$ cat src/hdl/psm_regs.svh
// constants of the parameter store and maintenance command block
`ifndef PSM_REGS_SVH
`define PSM_REGS_SVH
// maintenance command ids
`define PSM_ID_ALARM_RESET      16'h00c0
`define PSM_ID_ALARM_HIST_CLR   16'h00c2
`define PSM_ID_POS_PRESET       16'h00c5
`define PSM_ID_CONFIGURE        16'h00c6
`define PSM_ID_INIT_KEEP_COMM   16'h00c7
`define PSM_ID_NV_READ          16'h00c8
`define PSM_ID_NV_WRITE         16'h00c9
`define PSM_ID_INIT_ALL         16'h00ca
`define PSM_ID_BACKUP_READ      16'h00cb
`define PSM_ID_BACKUP_WRITE     16'h00cc
`define PSM_ID_LATCH_CLR        16'h00cd
`define PSM_ID_SEQ_HIST_CLR     16'h00ce
`define PSM_ID_TRIP_CLR         16'h00cf
`define PSM_ID_TORQUE_OFF_REL   16'h00d0
`define PSM_ID_ZERO_PRESET      16'h00d1
`define PSM_ID_ZERO_PRESET_CLR  16'h00d2
`define PSM_ID_INFO_CLR         16'h00d3
`define PSM_ID_INFO_HIST_CLR    16'h00d4
`define PSM_ID_HIST_SEL         16'h00d5
// selector range and reset value
`define PSM_HIST_SEL_MAX        32'h0000000a
`define PSM_HIST_SEL_RST        32'h00000000
// parameter word reset value
`define PSM_WORD_RST            32'h00000000
`endif

$ cat src/hdl/psm_pkg.sv
// types of the parameter store and maintenance command block
package psm_pkg;
    typedef enum logic [1:0] {
        PSM_CLASS_A,
        PSM_CLASS_B,
        PSM_CLASS_C,
        PSM_CLASS_D
    } psm_class_e;

    typedef enum logic [2:0] {
        PSM_BOOT,
        PSM_IDLE,
        PSM_COPY,
        PSM_WAIT_DROP
    } psm_state_e;

    typedef enum logic [2:0] {
        PSM_COPY_NV_TO_RAM,
        PSM_COPY_RAM_TO_NV,
        PSM_COPY_BK_TO_RAM,
        PSM_COPY_RAM_TO_BK,
        PSM_COPY_INIT_KEEP,
        PSM_COPY_INIT_ALL
    } psm_copy_e;
endpackage

$ cat src/hdl/psm_cmd_decode.sv
// decoder from parameter id to one-hot maintenance action
`timescale 1ns/1ps
`default_nettype none
`include "psm_regs.svh"
module psm_cmd_decode
(
    input  wire logic [15:0] id_i,
    output logic      [17:0] act_o,
    output logic             is_maint_o
);
    // --------------------------------------------------------------
    // one bit per action id 192 to 212, 193 and 195/196 have none
    // --------------------------------------------------------------
    always_comb
    begin
        act_o = '0;
        act_o[0]  = (id_i == `PSM_ID_ALARM_RESET);
        act_o[1]  = (id_i == `PSM_ID_ALARM_HIST_CLR);
        act_o[2]  = (id_i == `PSM_ID_POS_PRESET);
        act_o[3]  = (id_i == `PSM_ID_CONFIGURE);
        act_o[4]  = (id_i == `PSM_ID_INIT_KEEP_COMM);
        act_o[5]  = (id_i == `PSM_ID_NV_READ);
        act_o[6]  = (id_i == `PSM_ID_NV_WRITE);
        act_o[7]  = (id_i == `PSM_ID_INIT_ALL);
        act_o[8]  = (id_i == `PSM_ID_BACKUP_READ);
        act_o[9]  = (id_i == `PSM_ID_BACKUP_WRITE);
        act_o[10] = (id_i == `PSM_ID_LATCH_CLR);
        act_o[11] = (id_i == `PSM_ID_SEQ_HIST_CLR);
        act_o[12] = (id_i == `PSM_ID_TRIP_CLR);
        act_o[13] = (id_i == `PSM_ID_TORQUE_OFF_REL);
        act_o[14] = (id_i == `PSM_ID_ZERO_PRESET);
        act_o[15] = (id_i == `PSM_ID_ZERO_PRESET_CLR);
        act_o[16] = (id_i == `PSM_ID_INFO_CLR);
        act_o[17] = (id_i == `PSM_ID_INFO_HIST_CLR);
        is_maint_o = (|act_o) | (id_i == `PSM_ID_HIST_SEL);
    end
endmodule
`default_nettype wire

$ cat src/hdl/psm_param_store.sv
// parameter store with update classes and maintenance command execution
`timescale 1ns/1ps
`default_nettype none
`include "psm_regs.svh"
// How it works
// - every parameter is held, copied and applied as a 32-bit word
// - parameter writes land in working ram only, never in nv storage
// - after reset the whole nv image copies into ram, then all apply
// - ram is cleared by reset; nv image lives in its own array
// - id 201 copies every ram word into nv storage
// - class a writes apply at once
// - class b writes apply once motion has stopped
// - class c writes apply at configure or power cycle
// - class d writes apply only at power cycle
// - id 192 resets present alarm, id 194 erases alarm history
// - id 213 selects history entry 0..10, reset value 0
// - id 200 reloads nv into ram; 203 and 204 read and write backup
// - id 199 defaults all but comm words; id 202 defaults everything
// - id 198 applies pending class c values
// - id 197 presets position, 209 zero preset, 210 clears it
// - ids 205 to 212 pulse their clear, release and preset actions
// - write-end rises when done and falls after request drops
module psm_param_store
#(
    parameter int N_PARAM = 16,
    parameter int N_COMM  = 2,
    parameter logic [31:0] DEFAULT_WORD = `PSM_WORD_RST
)
(
    input  wire logic        clk_i,
    input  wire logic        rst_i,
    input  wire logic        wr_req_i,
    input  wire logic [15:0] wr_id_i,
    input  wire logic [31:0] wr_data_i,
    input  wire logic [2*N_PARAM-1:0] class_map_i,
    input  wire logic        motion_busy_i,
    input  wire logic [$clog2(N_PARAM)-1:0] rd_idx_i,
    output logic             wr_end_o,
    output logic             busy_o,
    output logic [31:0]      rd_ram_o,
    output logic [31:0]      rd_active_o,
    output logic [31:0]      hist_sel_o,
    output logic             alarm_reset_o,
    output logic             alarm_hist_clr_o,
    output logic             pos_preset_o,
    output logic             encoder_zero_preset_o,
    output logic             encoder_zero_preset_clr_o,
    output logic             latch_clr_o,
    output logic             seq_hist_clr_o,
    output logic             trip_clr_o,
    output logic             torque_off_release_o,
    output logic             info_clr_o,
    output logic             info_hist_clr_o,
    output logic             param_applied_o
);
    // index width of the parameter arrays
    localparam int IW = $clog2(N_PARAM);

    // --------------------------------------------------------------
    // state
    // --------------------------------------------------------------
    // one packed record holds all control state, so reset and
    // next-state logic stay in one place each
    typedef struct packed {
        psm_pkg::psm_state_e st;
        psm_pkg::psm_copy_e  kind;
        logic [IW:0]         idx;
        logic                req_seen;
        logic [N_PARAM-1:0]  pend_b;
        logic [N_PARAM-1:0]  pend_c;
        logic [31:0]         hist_sel;
        logic [17:0]         act;
        logic                wr_end;
        logic                applied;
        logic                apply_all;
    } psm_state_s;

    psm_state_s s_q;
    psm_state_s s_d;

    // word arrays: working ram, active copy, nv image, backup image
    // nv and backup images carry no reset, as storage that keeps
    // its content while control power is off
    logic [31:0] ram_q    [N_PARAM];
    logic [31:0] active_q [N_PARAM];
    logic [31:0] nv_q     [N_PARAM];
    logic [31:0] bk_q     [N_PARAM];

    logic [17:0] act_dec;
    logic        is_maint;
    logic        req_new;
    logic        param_hit;
    logic [IW-1:0] wr_idx;
    logic [IW-1:0] cp_idx;
    psm_pkg::psm_class_e wr_cls;

    psm_cmd_decode u_dec
    (
        .id_i       (wr_id_i),
        .act_o      (act_dec),
        .is_maint_o (is_maint)
    );

    // --------------------------------------------------------------
    // request decode
    // --------------------------------------------------------------
    // a held request is taken once: req_seen blocks it until the
    // host has dropped it after write-end
    assign req_new   = wr_req_i & ~s_q.req_seen &
                       (s_q.st == psm_pkg::PSM_IDLE);
    assign wr_idx    = wr_id_i[IW-1:0];
    assign param_hit = ~is_maint && (wr_id_i < 16'(N_PARAM));
    assign wr_cls    = psm_pkg::psm_class_e'(class_map_i[2*wr_idx +: 2]);
    assign cp_idx    = s_q.idx[IW-1:0];

    // --------------------------------------------------------------
    // next state
    // --------------------------------------------------------------
    always_comb
    begin
        s_d           = s_q;
        // pulses and apply strobes last one cycle unless set again
        s_d.act       = '0;
        s_d.applied   = 1'b0;
        s_d.apply_all = 1'b0;
        case (s_q.st)
            psm_pkg::PSM_BOOT:
            begin
                s_d.st   = psm_pkg::PSM_COPY;
                s_d.kind = psm_pkg::PSM_COPY_NV_TO_RAM;
                s_d.idx  = '0;
            end
            psm_pkg::PSM_IDLE:
            begin
                if (req_new)
                begin
                    s_d.req_seen = 1'b1;
                    s_d.st       = psm_pkg::PSM_WAIT_DROP;
                    s_d.wr_end   = 1'b1;
                    if (act_dec[5] | act_dec[6] | act_dec[8] |
                        act_dec[9] | act_dec[4] | act_dec[7])
                    begin
                        s_d.st     = psm_pkg::PSM_COPY;
                        s_d.wr_end = 1'b0;
                        s_d.idx    = '0;
                        if (act_dec[5])
                            s_d.kind = psm_pkg::PSM_COPY_NV_TO_RAM;
                        else if (act_dec[6])
                            s_d.kind = psm_pkg::PSM_COPY_RAM_TO_NV;
                        else if (act_dec[8])
                            s_d.kind = psm_pkg::PSM_COPY_BK_TO_RAM;
                        else if (act_dec[9])
                            s_d.kind = psm_pkg::PSM_COPY_RAM_TO_BK;
                        else if (act_dec[4])
                            s_d.kind = psm_pkg::PSM_COPY_INIT_KEEP;
                        else
                            s_d.kind = psm_pkg::PSM_COPY_INIT_ALL;
                    end
                    else
                    begin
                        s_d.act = act_dec;
                        if (act_dec[3])
                        begin
                            s_d.pend_c  = '0;
                            s_d.applied = 1'b1;
                        end
                        if (wr_id_i == `PSM_ID_HIST_SEL &&
                            wr_data_i <= `PSM_HIST_SEL_MAX)
                            s_d.hist_sel = wr_data_i;
                        if (param_hit)
                        begin
                            case (wr_cls)
                                psm_pkg::PSM_CLASS_A:
                                    s_d.applied = 1'b1;
                                psm_pkg::PSM_CLASS_B:
                                    s_d.pend_b[wr_idx] = 1'b1;
                                psm_pkg::PSM_CLASS_C:
                                    s_d.pend_c[wr_idx] = 1'b1;
                                default:
                                    s_d.applied = 1'b0;
                            endcase
                        end
                    end
                end
                else if (!wr_req_i)
                    s_d.req_seen = 1'b0;
                // class b words wait for motion to stop; a class b
                // write taken in the same cycle keeps its own mark
                if (!motion_busy_i && |s_q.pend_b)
                begin
                    s_d.pend_b  = '0;
                    s_d.applied = 1'b1;
                    if (req_new && param_hit &&
                        wr_cls == psm_pkg::PSM_CLASS_B)
                        s_d.pend_b[wr_idx] = 1'b1;         // new write still waits
                end
            end
            psm_pkg::PSM_COPY:
            begin
                s_d.idx = s_q.idx + 1'b1;
                if (s_q.idx == (IW+1)'(N_PARAM - 1))
                begin
                    // a command copy ends in the handshake, the boot
                    // copy ends in a full apply
                    if (s_q.req_seen)
                    begin
                        s_d.st     = psm_pkg::PSM_WAIT_DROP;
                        s_d.wr_end = 1'b1;
                    end
                    else
                        s_d.st = psm_pkg::PSM_IDLE;
                    if (s_q.kind != psm_pkg::PSM_COPY_RAM_TO_NV &&
                        s_q.kind != psm_pkg::PSM_COPY_RAM_TO_BK)
                    begin
                        if (!s_q.req_seen)
                            s_d.apply_all = 1'b1;
                        s_d.pend_b = '0;
                        s_d.pend_c = '0;
                        s_d.applied = 1'b1;
                    end
                end
            end
            psm_pkg::PSM_WAIT_DROP:
            begin
                if (!wr_req_i)
                begin
                    s_d.wr_end   = 1'b0;
                    s_d.req_seen = 1'b0;
                    s_d.st       = psm_pkg::PSM_IDLE;
                end
            end
            default:
                s_d.st = psm_pkg::PSM_BOOT;
        endcase
    end

    // --------------------------------------------------------------
    // state register; reset stands for control power-on
    // --------------------------------------------------------------
    always_ff @(posedge clk_i)
    begin
        if (rst_i)
        begin
            s_q          <= '0;
            s_q.st       <= psm_pkg::PSM_BOOT;
            s_q.hist_sel <= `PSM_HIST_SEL_RST;
        end
        else
            s_q <= s_d;
    end

    // --------------------------------------------------------------
    // word arrays, one lane per parameter
    // --------------------------------------------------------------
    for (genvar g = 0; g < N_PARAM; g++)
    begin : g_word
        logic copy_hit;
        logic write_hit;
        logic is_comm;
        assign copy_hit  = (s_q.st == psm_pkg::PSM_COPY) &&
                           (cp_idx == IW'(g));
        assign write_hit = req_new && param_hit && (wr_idx == IW'(g));
        assign is_comm   = (g >= N_PARAM - N_COMM);

        always_ff @(posedge clk_i)
        begin
            if (rst_i)
            begin
                ram_q[g]    <= `PSM_WORD_RST;
                active_q[g] <= `PSM_WORD_RST;
            end
            else
            begin
                if (copy_hit)
                begin
                    case (s_q.kind)
                        psm_pkg::PSM_COPY_NV_TO_RAM:
                            ram_q[g] <= nv_q[g];
                        psm_pkg::PSM_COPY_BK_TO_RAM:
                            ram_q[g] <= bk_q[g];
                        psm_pkg::PSM_COPY_INIT_KEEP:
                            if (!is_comm)
                                ram_q[g] <= DEFAULT_WORD;
                        psm_pkg::PSM_COPY_INIT_ALL:
                            ram_q[g] <= DEFAULT_WORD;
                        default:
                            ram_q[g] <= ram_q[g];
                    endcase
                end
                else if (write_hit)
                    ram_q[g] <= wr_data_i;
                if (s_q.apply_all ||
                    (s_q.applied && !s_q.pend_b[g] && !s_q.pend_c[g] &&
                     class_map_i[2*g +: 2] != 2'h3))
                    active_q[g] <= ram_q[g];
            end
        end

        // nv and backup images survive the reset
        always_ff @(posedge clk_i)
        begin
            if (copy_hit && s_q.kind == psm_pkg::PSM_COPY_RAM_TO_NV)
                nv_q[g] <= ram_q[g];
            if (copy_hit && s_q.kind == psm_pkg::PSM_COPY_RAM_TO_BK)
                bk_q[g] <= ram_q[g];
        end
    end

    // --------------------------------------------------------------
    // outputs
    // --------------------------------------------------------------
    always_ff @(posedge clk_i)
    begin
        if (rst_i)
        begin
            rd_ram_o    <= `PSM_WORD_RST;
            rd_active_o <= `PSM_WORD_RST;
        end
        else
        begin
            rd_ram_o    <= ram_q[rd_idx_i];
            rd_active_o <= active_q[rd_idx_i];
        end
    end

    assign wr_end_o                  = s_q.wr_end;
    assign busy_o                    = (s_q.st == psm_pkg::PSM_COPY) |
                                       (s_q.st == psm_pkg::PSM_BOOT);
    assign hist_sel_o                = s_q.hist_sel;
    assign alarm_reset_o             = s_q.act[0];
    assign alarm_hist_clr_o          = s_q.act[1];
    assign pos_preset_o              = s_q.act[2];
    assign latch_clr_o               = s_q.act[10];
    assign seq_hist_clr_o            = s_q.act[11];
    assign trip_clr_o                = s_q.act[12];
    assign torque_off_release_o      = s_q.act[13];
    assign encoder_zero_preset_o     = s_q.act[14];
    assign encoder_zero_preset_clr_o = s_q.act[15];
    assign info_clr_o                = s_q.act[16];
    assign info_hist_clr_o           = s_q.act[17];
    assign param_applied_o           = s_q.applied | s_q.apply_all;
endmodule
`default_nettype wire

$ cat config.mk
export PLATFORM = sky130hd
export DESIGN_NAME = psm_param_store
export DESIGN_NICKNAME = d
export VERILOG_FILES = /design/src/hdl/psm_pkg.sv /design/src/hdl/psm_cmd_decode.sv /design/src/hdl/psm_param_store.sv
export VERILOG_INCLUDE_DIRS = /design/src /design/src/hdl
export SDC_FILE = /design/constraint.sdc
export NUM_CORES = 2
export LEC_CHECK = 0
export ABC_AREA = 1
export BUFFER_PORTS_ARGS = -buffer_cell sky130_fd_sc_hd__buf_2
export CORE_MARGIN = 5
export CORE_UTILIZATION = 30
export CTS_BUF_LIST = sky130_fd_sc_hd__clkbuf_4
export DETAILED_ROUTE_END_ITERATION = 12
export HOLD_SLACK_MARGIN = 0.06
export PLACE_DENSITY = 0.48
export SETUP_SLACK_MARGIN = 0.5
export SLEW_MARGIN = 10
export SYNTH_ARGS = -nofsm -noshare
export SYNTH_HDL_FRONTEND = slang
export SYNTH_SLANG_ARGS = --single-unit
$ cat constraint.sdc
create_clock -name clk_i -period 9.4 [get_ports clk_i]
set_input_delay 2.35 -clock clk_i [delete_from_list [all_inputs] [get_ports clk_i]]
set_output_delay 2.35 -clock clk_i [all_outputs]
set_load 0.02 [all_outputs]
Word-level counts from Yosys, hierarchy flattened
Memories as Yosys holds them, arrays and structs flattened. A register that Yosys moved wholly into a read port is not among the register bits.
Cells that the tools add are included.
Widths: inputs -> output; s select.
{"block": "op_classes", "reduce_logical": 221, "eq_ne": 89, "n_shift": 1, "mux": 663, "n_lt_le_gt_ge": 4, "bitwise_logic": 130, "n_addsub": 1}
{"cell": "$mux 32", "n": 144}
{"cell": "$reduce_or 32->1", "n": 30}
{"cell": "$mux 1", "n": 459}
{"cell": "$eq 16x8->1 const B", "n": 19}
{"cell": "$mux 16", "n": 8}
{"cell": "$mux 4", "n": 30}
{"cell": "$logic_and 1x1->1", "n": 119}
{"cell": "$or 1x1->1", "n": 118}
{"cell": "$mux 84", "n": 1}
{"cell": "$mux 82", "n": 1}
{"cell": "$eq 4x4->1 const B", "n": 16}
{"cell": "$pmux 32 s2", "n": 1}
{"cell": "$ne 2x2->1 const B", "n": 22}
{"cell": "$logic_not 1->1", "n": 33}
{"cell": "$eq 4x3->1 const B", "n": 8}
{"cell": "$le 32x4->1 const B", "n": 1}
{"cell": "$or 16x16->16", "n": 2}
{"cell": "$shiftx 32x6->2", "n": 1}
{"cell": "$mux 3", "n": 7}
{"cell": "$reduce_or 18->1", "n": 1}
{"cell": "$eq 4x2->1 const B", "n": 4}
{"cell": "$logic_or 1x1->1", "n": 16}
{"cell": "$lt 16x5->1 const B", "n": 1}
{"cell": "$reduce_or 16->1", "n": 1}
{"cell": "35 further kinds", "n": 66}
{"block": "word_totals", "mem_count": 4, "ff_bits": 97, "ram_bits": 2048}
{"name": "active_q", "depth": 16, "width": 32, "read_ports": 1, "rd_clocked_by_memory_dff": 1, "write_ports": 16, "line": "psm_param_store.sv:85", "rtl": "logic [31:0] active_q [N_PARAM];"}
{"name": "bk_q", "depth": 16, "width": 32, "read_ports": 16, "rd_clocked_by_memory_dff": 0, "write_ports": 1, "line": "psm_param_store.sv:87", "rtl": "logic [31:0] bk_q [N_PARAM];"}
{"name": "nv_q", "depth": 16, "width": 32, "read_ports": 16, "rd_clocked_by_memory_dff": 0, "write_ports": 1, "line": "psm_param_store.sv:86", "rtl": "logic [31:0] nv_q [N_PARAM];"}
{"name": "ram_q", "depth": 16, "width": 32, "read_ports": 17, "rd_clocked_by_memory_dff": 1, "write_ports": 16, "line": "psm_param_store.sv:84", "rtl": "logic [31:0] ram_q [N_PARAM];"}

Logic depth before layout (Yosys ltp)
{"block": "logic_depth", "ltp_word": 21, "depth_mapped": 16, "ltp_nobuf": 15}

Cells and area by module
A second synthesis with hierarchy kept.
{"block": "hier_totals", "hier_cells": 8041, "hier_area_um2": 91803.0}
{"module": "psm_param_store", "seq_area_each_um2": 64561.9, "area_each_um2": 91346.4, "instances": 1, "cells_per_inst": 7937}
{"module": "psm_cmd_decode", "seq_area_each_um2": 0.0, "area_each_um2": 456.7, "instances": 1, "cells_per_inst": 104}

Worst setup path before layout
No wires, ideal clock.
{"block": "synth_timing", "kind": "in2reg", "startpoint": "input rst_i", "endpoint": "memory ram_q[9][0], enable pin", "required_ps": 8934, "cell_stages": 4, "setup_ps": 466, "n_path_buf": 2, "path_slack_ps": 3797, "arrival_time_ps": 5138, "cell_sequence": "buf_2 > buf_2 > nor2_1 > o21ai_0"}
{"item": "start: declaration", "line": "psm_param_store.sv:31", "rtl": "input wire logic rst_i,"}
{"item": "end: declaration", "line": "psm_param_store.sv:84"}

Worst setup path in the final report
{"block": "layout_timing", "startpoint": "register s_q[94] (netlist name)", "endpoint": "output busy_o"}
{"block": "layout_between", "elab_chain_cells": 2}
{"item": "start: declaration", "line": "psm_param_store.sv:78", "rtl": "psm_state_s s_q;"}
{"item": "$eq 3x2->1 or $logic_not 3->1 (tied branches)", "line": "psm_param_store.sv:327, psm_param_store.sv:328"}
{"item": "$or 1x1->1 *", "line": "psm_param_store.sv:327", "rtl": "assign busy_o = (s_q.st == psm_pkg::PSM_COPY) |"}
{"item": "end: declaration", "line": "psm_param_store.sv:39", "rtl": "output logic busy_o,"}
Every way passes the cells marked *; elsewhere a longest branch is shown, timed or not.

==> impl_metrics.env <==
export IMPL_dpl_worst_slack_ns=3.14
export IMPL_ctsHoldBuffers=0
export IMPL_required_ns=7.05
export IMPL_p_clk_frac=0.408
export IMPL_postPlaceCellArea_sq_um=96400
export IMPL_synth_edf_count=2048
export IMPL_crit_path_max_incr_delay_ns=0.38
export IMPL_cp_arrival_ns=2.92
export IMPL_combPwrFrac=0.081
export IMPL_min_period_ns=5.27
export IMPL_dp_hpwl_um=228000
export IMPL_wl_per_cell_um=28.7
export IMPL_clock_root_buffer="clkbuf_4"
export IMPL_yosysUniqueCellTypes=51
export IMPL_setup_viol=0
export IMPL_fin_area_sq_um=104000
export IMPL_via_per_inst=5.34
export IMPL_critPathLaunch="s_q[94]"
export IMPL_whs_ns=0.448
export IMPL_finalPower_mw=22.0
export IMPL_grt_usage=0.219
export IMPL_gr_max_usage_layer="met2"
export IMPL_drt_iter0_markers=9979
export IMPL_gp_congestion=0.931
export IMPL_regToRegEndpoint="ram_q[9][22]"
export IMPL_finalClockSkew_ns=0.111
export IMPL_vias=66700
export IMPL_clock_sinks=2201
export IMPL_die_h_um=560
export IMPL_switching_power_mw=5.90
export IMPL_drt_total_wl_um=359000
export IMPL_die_area_sq_um=314000
export IMPL_crit_path_end="busy_o"
export IMPL_r2r_slack_ns=4.22
export IMPL_synthArstFlopShare=0
export IMPL_syn_area_sq_um=90800
export IMPL_cts_buffers=595
export IMPL_ff2ff_path_depth=7
export IMPL_worst_slack_ns=4.13
export IMPL_start_util=0.300
export IMPL_finalNonFillerCells=12500
export IMPL_yosys_area_share_simple=0.104
export IMPL_p_leak_nw=36.3
export IMPL_cts_resized=0
export IMPL_status="complete, no violations"
export IMPL_place_inst=11500
export IMPL_postCtsSetupBuffers=0
export IMPL_synthAdderAreaFrac=0.00179
export IMPL_worstPathCellList="inv_1 -> ha_1 -> buf_4 -> or2_2 -> buf_2"
export IMPL_syn_avg_cell_area_sq_um=11.9
export IMPL_final_hold_viol_count=0
export IMPL_reg2reg_from="s_q[94]"
export IMPL_critPathLaunchType="register"
export IMPL_synth_top_area_frac=0.677
export IMPL_drive_above_1_share=0.179
export IMPL_htree_levels=6
export IMPL_grt_util_met1=0.310
export IMPL_finalMaxSlewViolations=0
export IMPL_grt_max_degree=229
export IMPL_port_buffers=197
export IMPL_synthXorXnorAreaFrac=0
export IMPL_max_cap_violations=0
export IMPL_critPathCaptureType="output port"
export IMPL_post_route_util=0.344
export IMPL_fmax_mhz=190
export IMPL_rows=202
export IMPL_syn_to_final_growth_pct=14.6
export IMPL_clockBufferDepth=4
export IMPL_cellPowerDensity_nw_per_um2=211
export IMPL_slowest_stage="dfxtp_1"
export IMPL_yosys_warnings=0
export IMPL_synthCells=7656
export IMPL_grt_use_met2=0.310
export IMPL_pin_count=198
export IMPL_met3_usage=0.0549
export IMPL_worstHoldPathType="reg2reg"
export IMPL_ant_nets=0
export IMPL_clk_latency_ns=1.38
export IMPL_synth_top_area_cell="edfxtp_1"
export IMPL_sw_frac_of_total=0.268
export IMPL_power_frac_seq=0.511
export IMPL_first_pass_iters=5
export IMPL_synth_compound_area_frac=0.128
export IMPL_ir_worst_vdd_uv=97.4
export IMPL_slew_headroom=0.110
export IMPL_worst_pin_slew_ns=1.33
export IMPL_grt_pass1_wl_um=493000
export IMPL_synth_net_count=7757
export IMPL_grt_pass1_vias=63300
export IMPL_yosys_mux_area_fraction=0
export IMPL_synth_seq_area_share=0.711
export IMPL_synth_top_flop_cell="edfxtp_1"
export IMPL_cell_internal_pwr_mw=16.1
export IMPL_cts_tree="built"
export IMPL_ys_top_cells_by_count="edfxtp_1, nor2_1, o21ai_0"
export IMPL_timing_setup_tns_ns=0
export IMPL_critPathKind="reg2out"
export IMPL_cp_max_fo=23
export IMPL_rsz0062_at_grt="no"
export IMPL_ys_seq_elements=2201
export IMPL_period_share=0.561
export IMPL_core_sq_um=302000
export IMPL_clk_pin_slew_ns=0.07
export IMPL_antenna_found_initial=39
export IMPL_yosysMostFrequentCell="edfxtp_1"
export IMPL_drcViolationCount=0
export IMPL_overflow=0
export IMPL_nets=8170
export IMPL_dieWidth_um=560
export IMPL_synth_top_cells_by_area="edfxtp_1, nor2_1, o21ai_0, dfxtp_1, nand2_1"
export IMPL_synth_top_family_by_area="compound AO/OA/AOI/OAI gates"
## state kept, by name, summed over array words and instances, names as in the netlist, 4 cells and up
register	count
active_q	512
ram_q	512
hist_sel_o	32
rd_active_o	32
cp_idx	4
bk_q	512
s_q	41
rd_ram_o	32
nv_q	512
## placed cells by master, fill, tap and decap left out, drive strengths merged, types with 16 or more instances in the layout
master and instances:
a21oi 476, nand4 18, o21ai 767, bufinv 17, nor2 1020, clkbuf 884
nor3 32, a22oi 74, nand2 679, nand3 464, o211ai 302, dfxtp 153
inv 693, o221ai 122, clkinv 117, o22ai 174, edfxtp 2048, buf 369
nor3b 28, o21bai 16
## final cells by class
| cell class | count | area [sq um] |
|---|---|---|
| Timing Repair Buffer | 369 | 2380 |
| Tap cell | 3978 | 4980 |
| Multi-Input combinational cell | 4218 | 21900 |
| Fill cell | 30200 | 198000 |
| Inverter | 684 | 2590 |
| Sequential cell | 2201 | 64600 |
| Clock buffer | 884 | 6640 |
| Antenna cell | 14 | 35.0 |
| Clock inverter | 151 | 1070 |
## how the worst min path moves through the flow
| stage | startpoint | end | cells after the start | slack [ns] |
|---|---|---|---|---|
| final | ram_q[10][19] | bk_q[1][83] | 0 | 0.45 |
| after global routing | ram_q[7][31] | bk_q[0][255] | 0 | 0.46 |
| after CTS | ram_q[7][31] | bk_q[0][255] | 0 | 0.44 |
| after detailed placement | ram_q[10][7] | nv_q[1][71] | 0 | 0.46 |
| after global placement | ram_q[2][3] | bk_q[0][67] | 0 | 0.46 |
| after floorplan | s_q[85] | s_q[0] | 1 | 0.44 |
## power by group through the flow
stage | sequential, mW | combinational, mW | clock [mW]
6_report | 11.2 | 1.79 | 8.96
5_1_grt | 11.2 | 1.86 | 9.64
4_1_cts | 11.2 | 1.76 | 9.13
3_5_place_dp | 11.4 | 1.76 | 0
3_3_place_gp | 11.4 | 1.75 | 0
2_1_floorplan | 11.3 | 0.885 | 0
## routing by layer
metal / vias up / wire length [um]
li1: 28700 / -
met5: - / 54
met3: 586 / 40100
met1: 33400 / 150000
met4: 8 / 20500
met2: 4048 / 149000
## logic make-up after synthesis
group | count (synthesis)
adder cells (fa/ha/maj) | 13
flip-flops | 2201
AND/OR/NAND/NOR | 2251
buffers and inverters | 1237
AO/OA/AOI/OAI | 1954
## critical path: cells and delay by family (launching register included)
kind | cells | cell delay (ns)
adder cells (fa/ha/maj) | 1 | 0.32
flip-flops | 1 | 0.38
AND/OR/NAND/NOR | 1 | 0.33
buffers and inverters | 3 | 0.53
No activity file was read; power rests on OpenSTA's default activity.
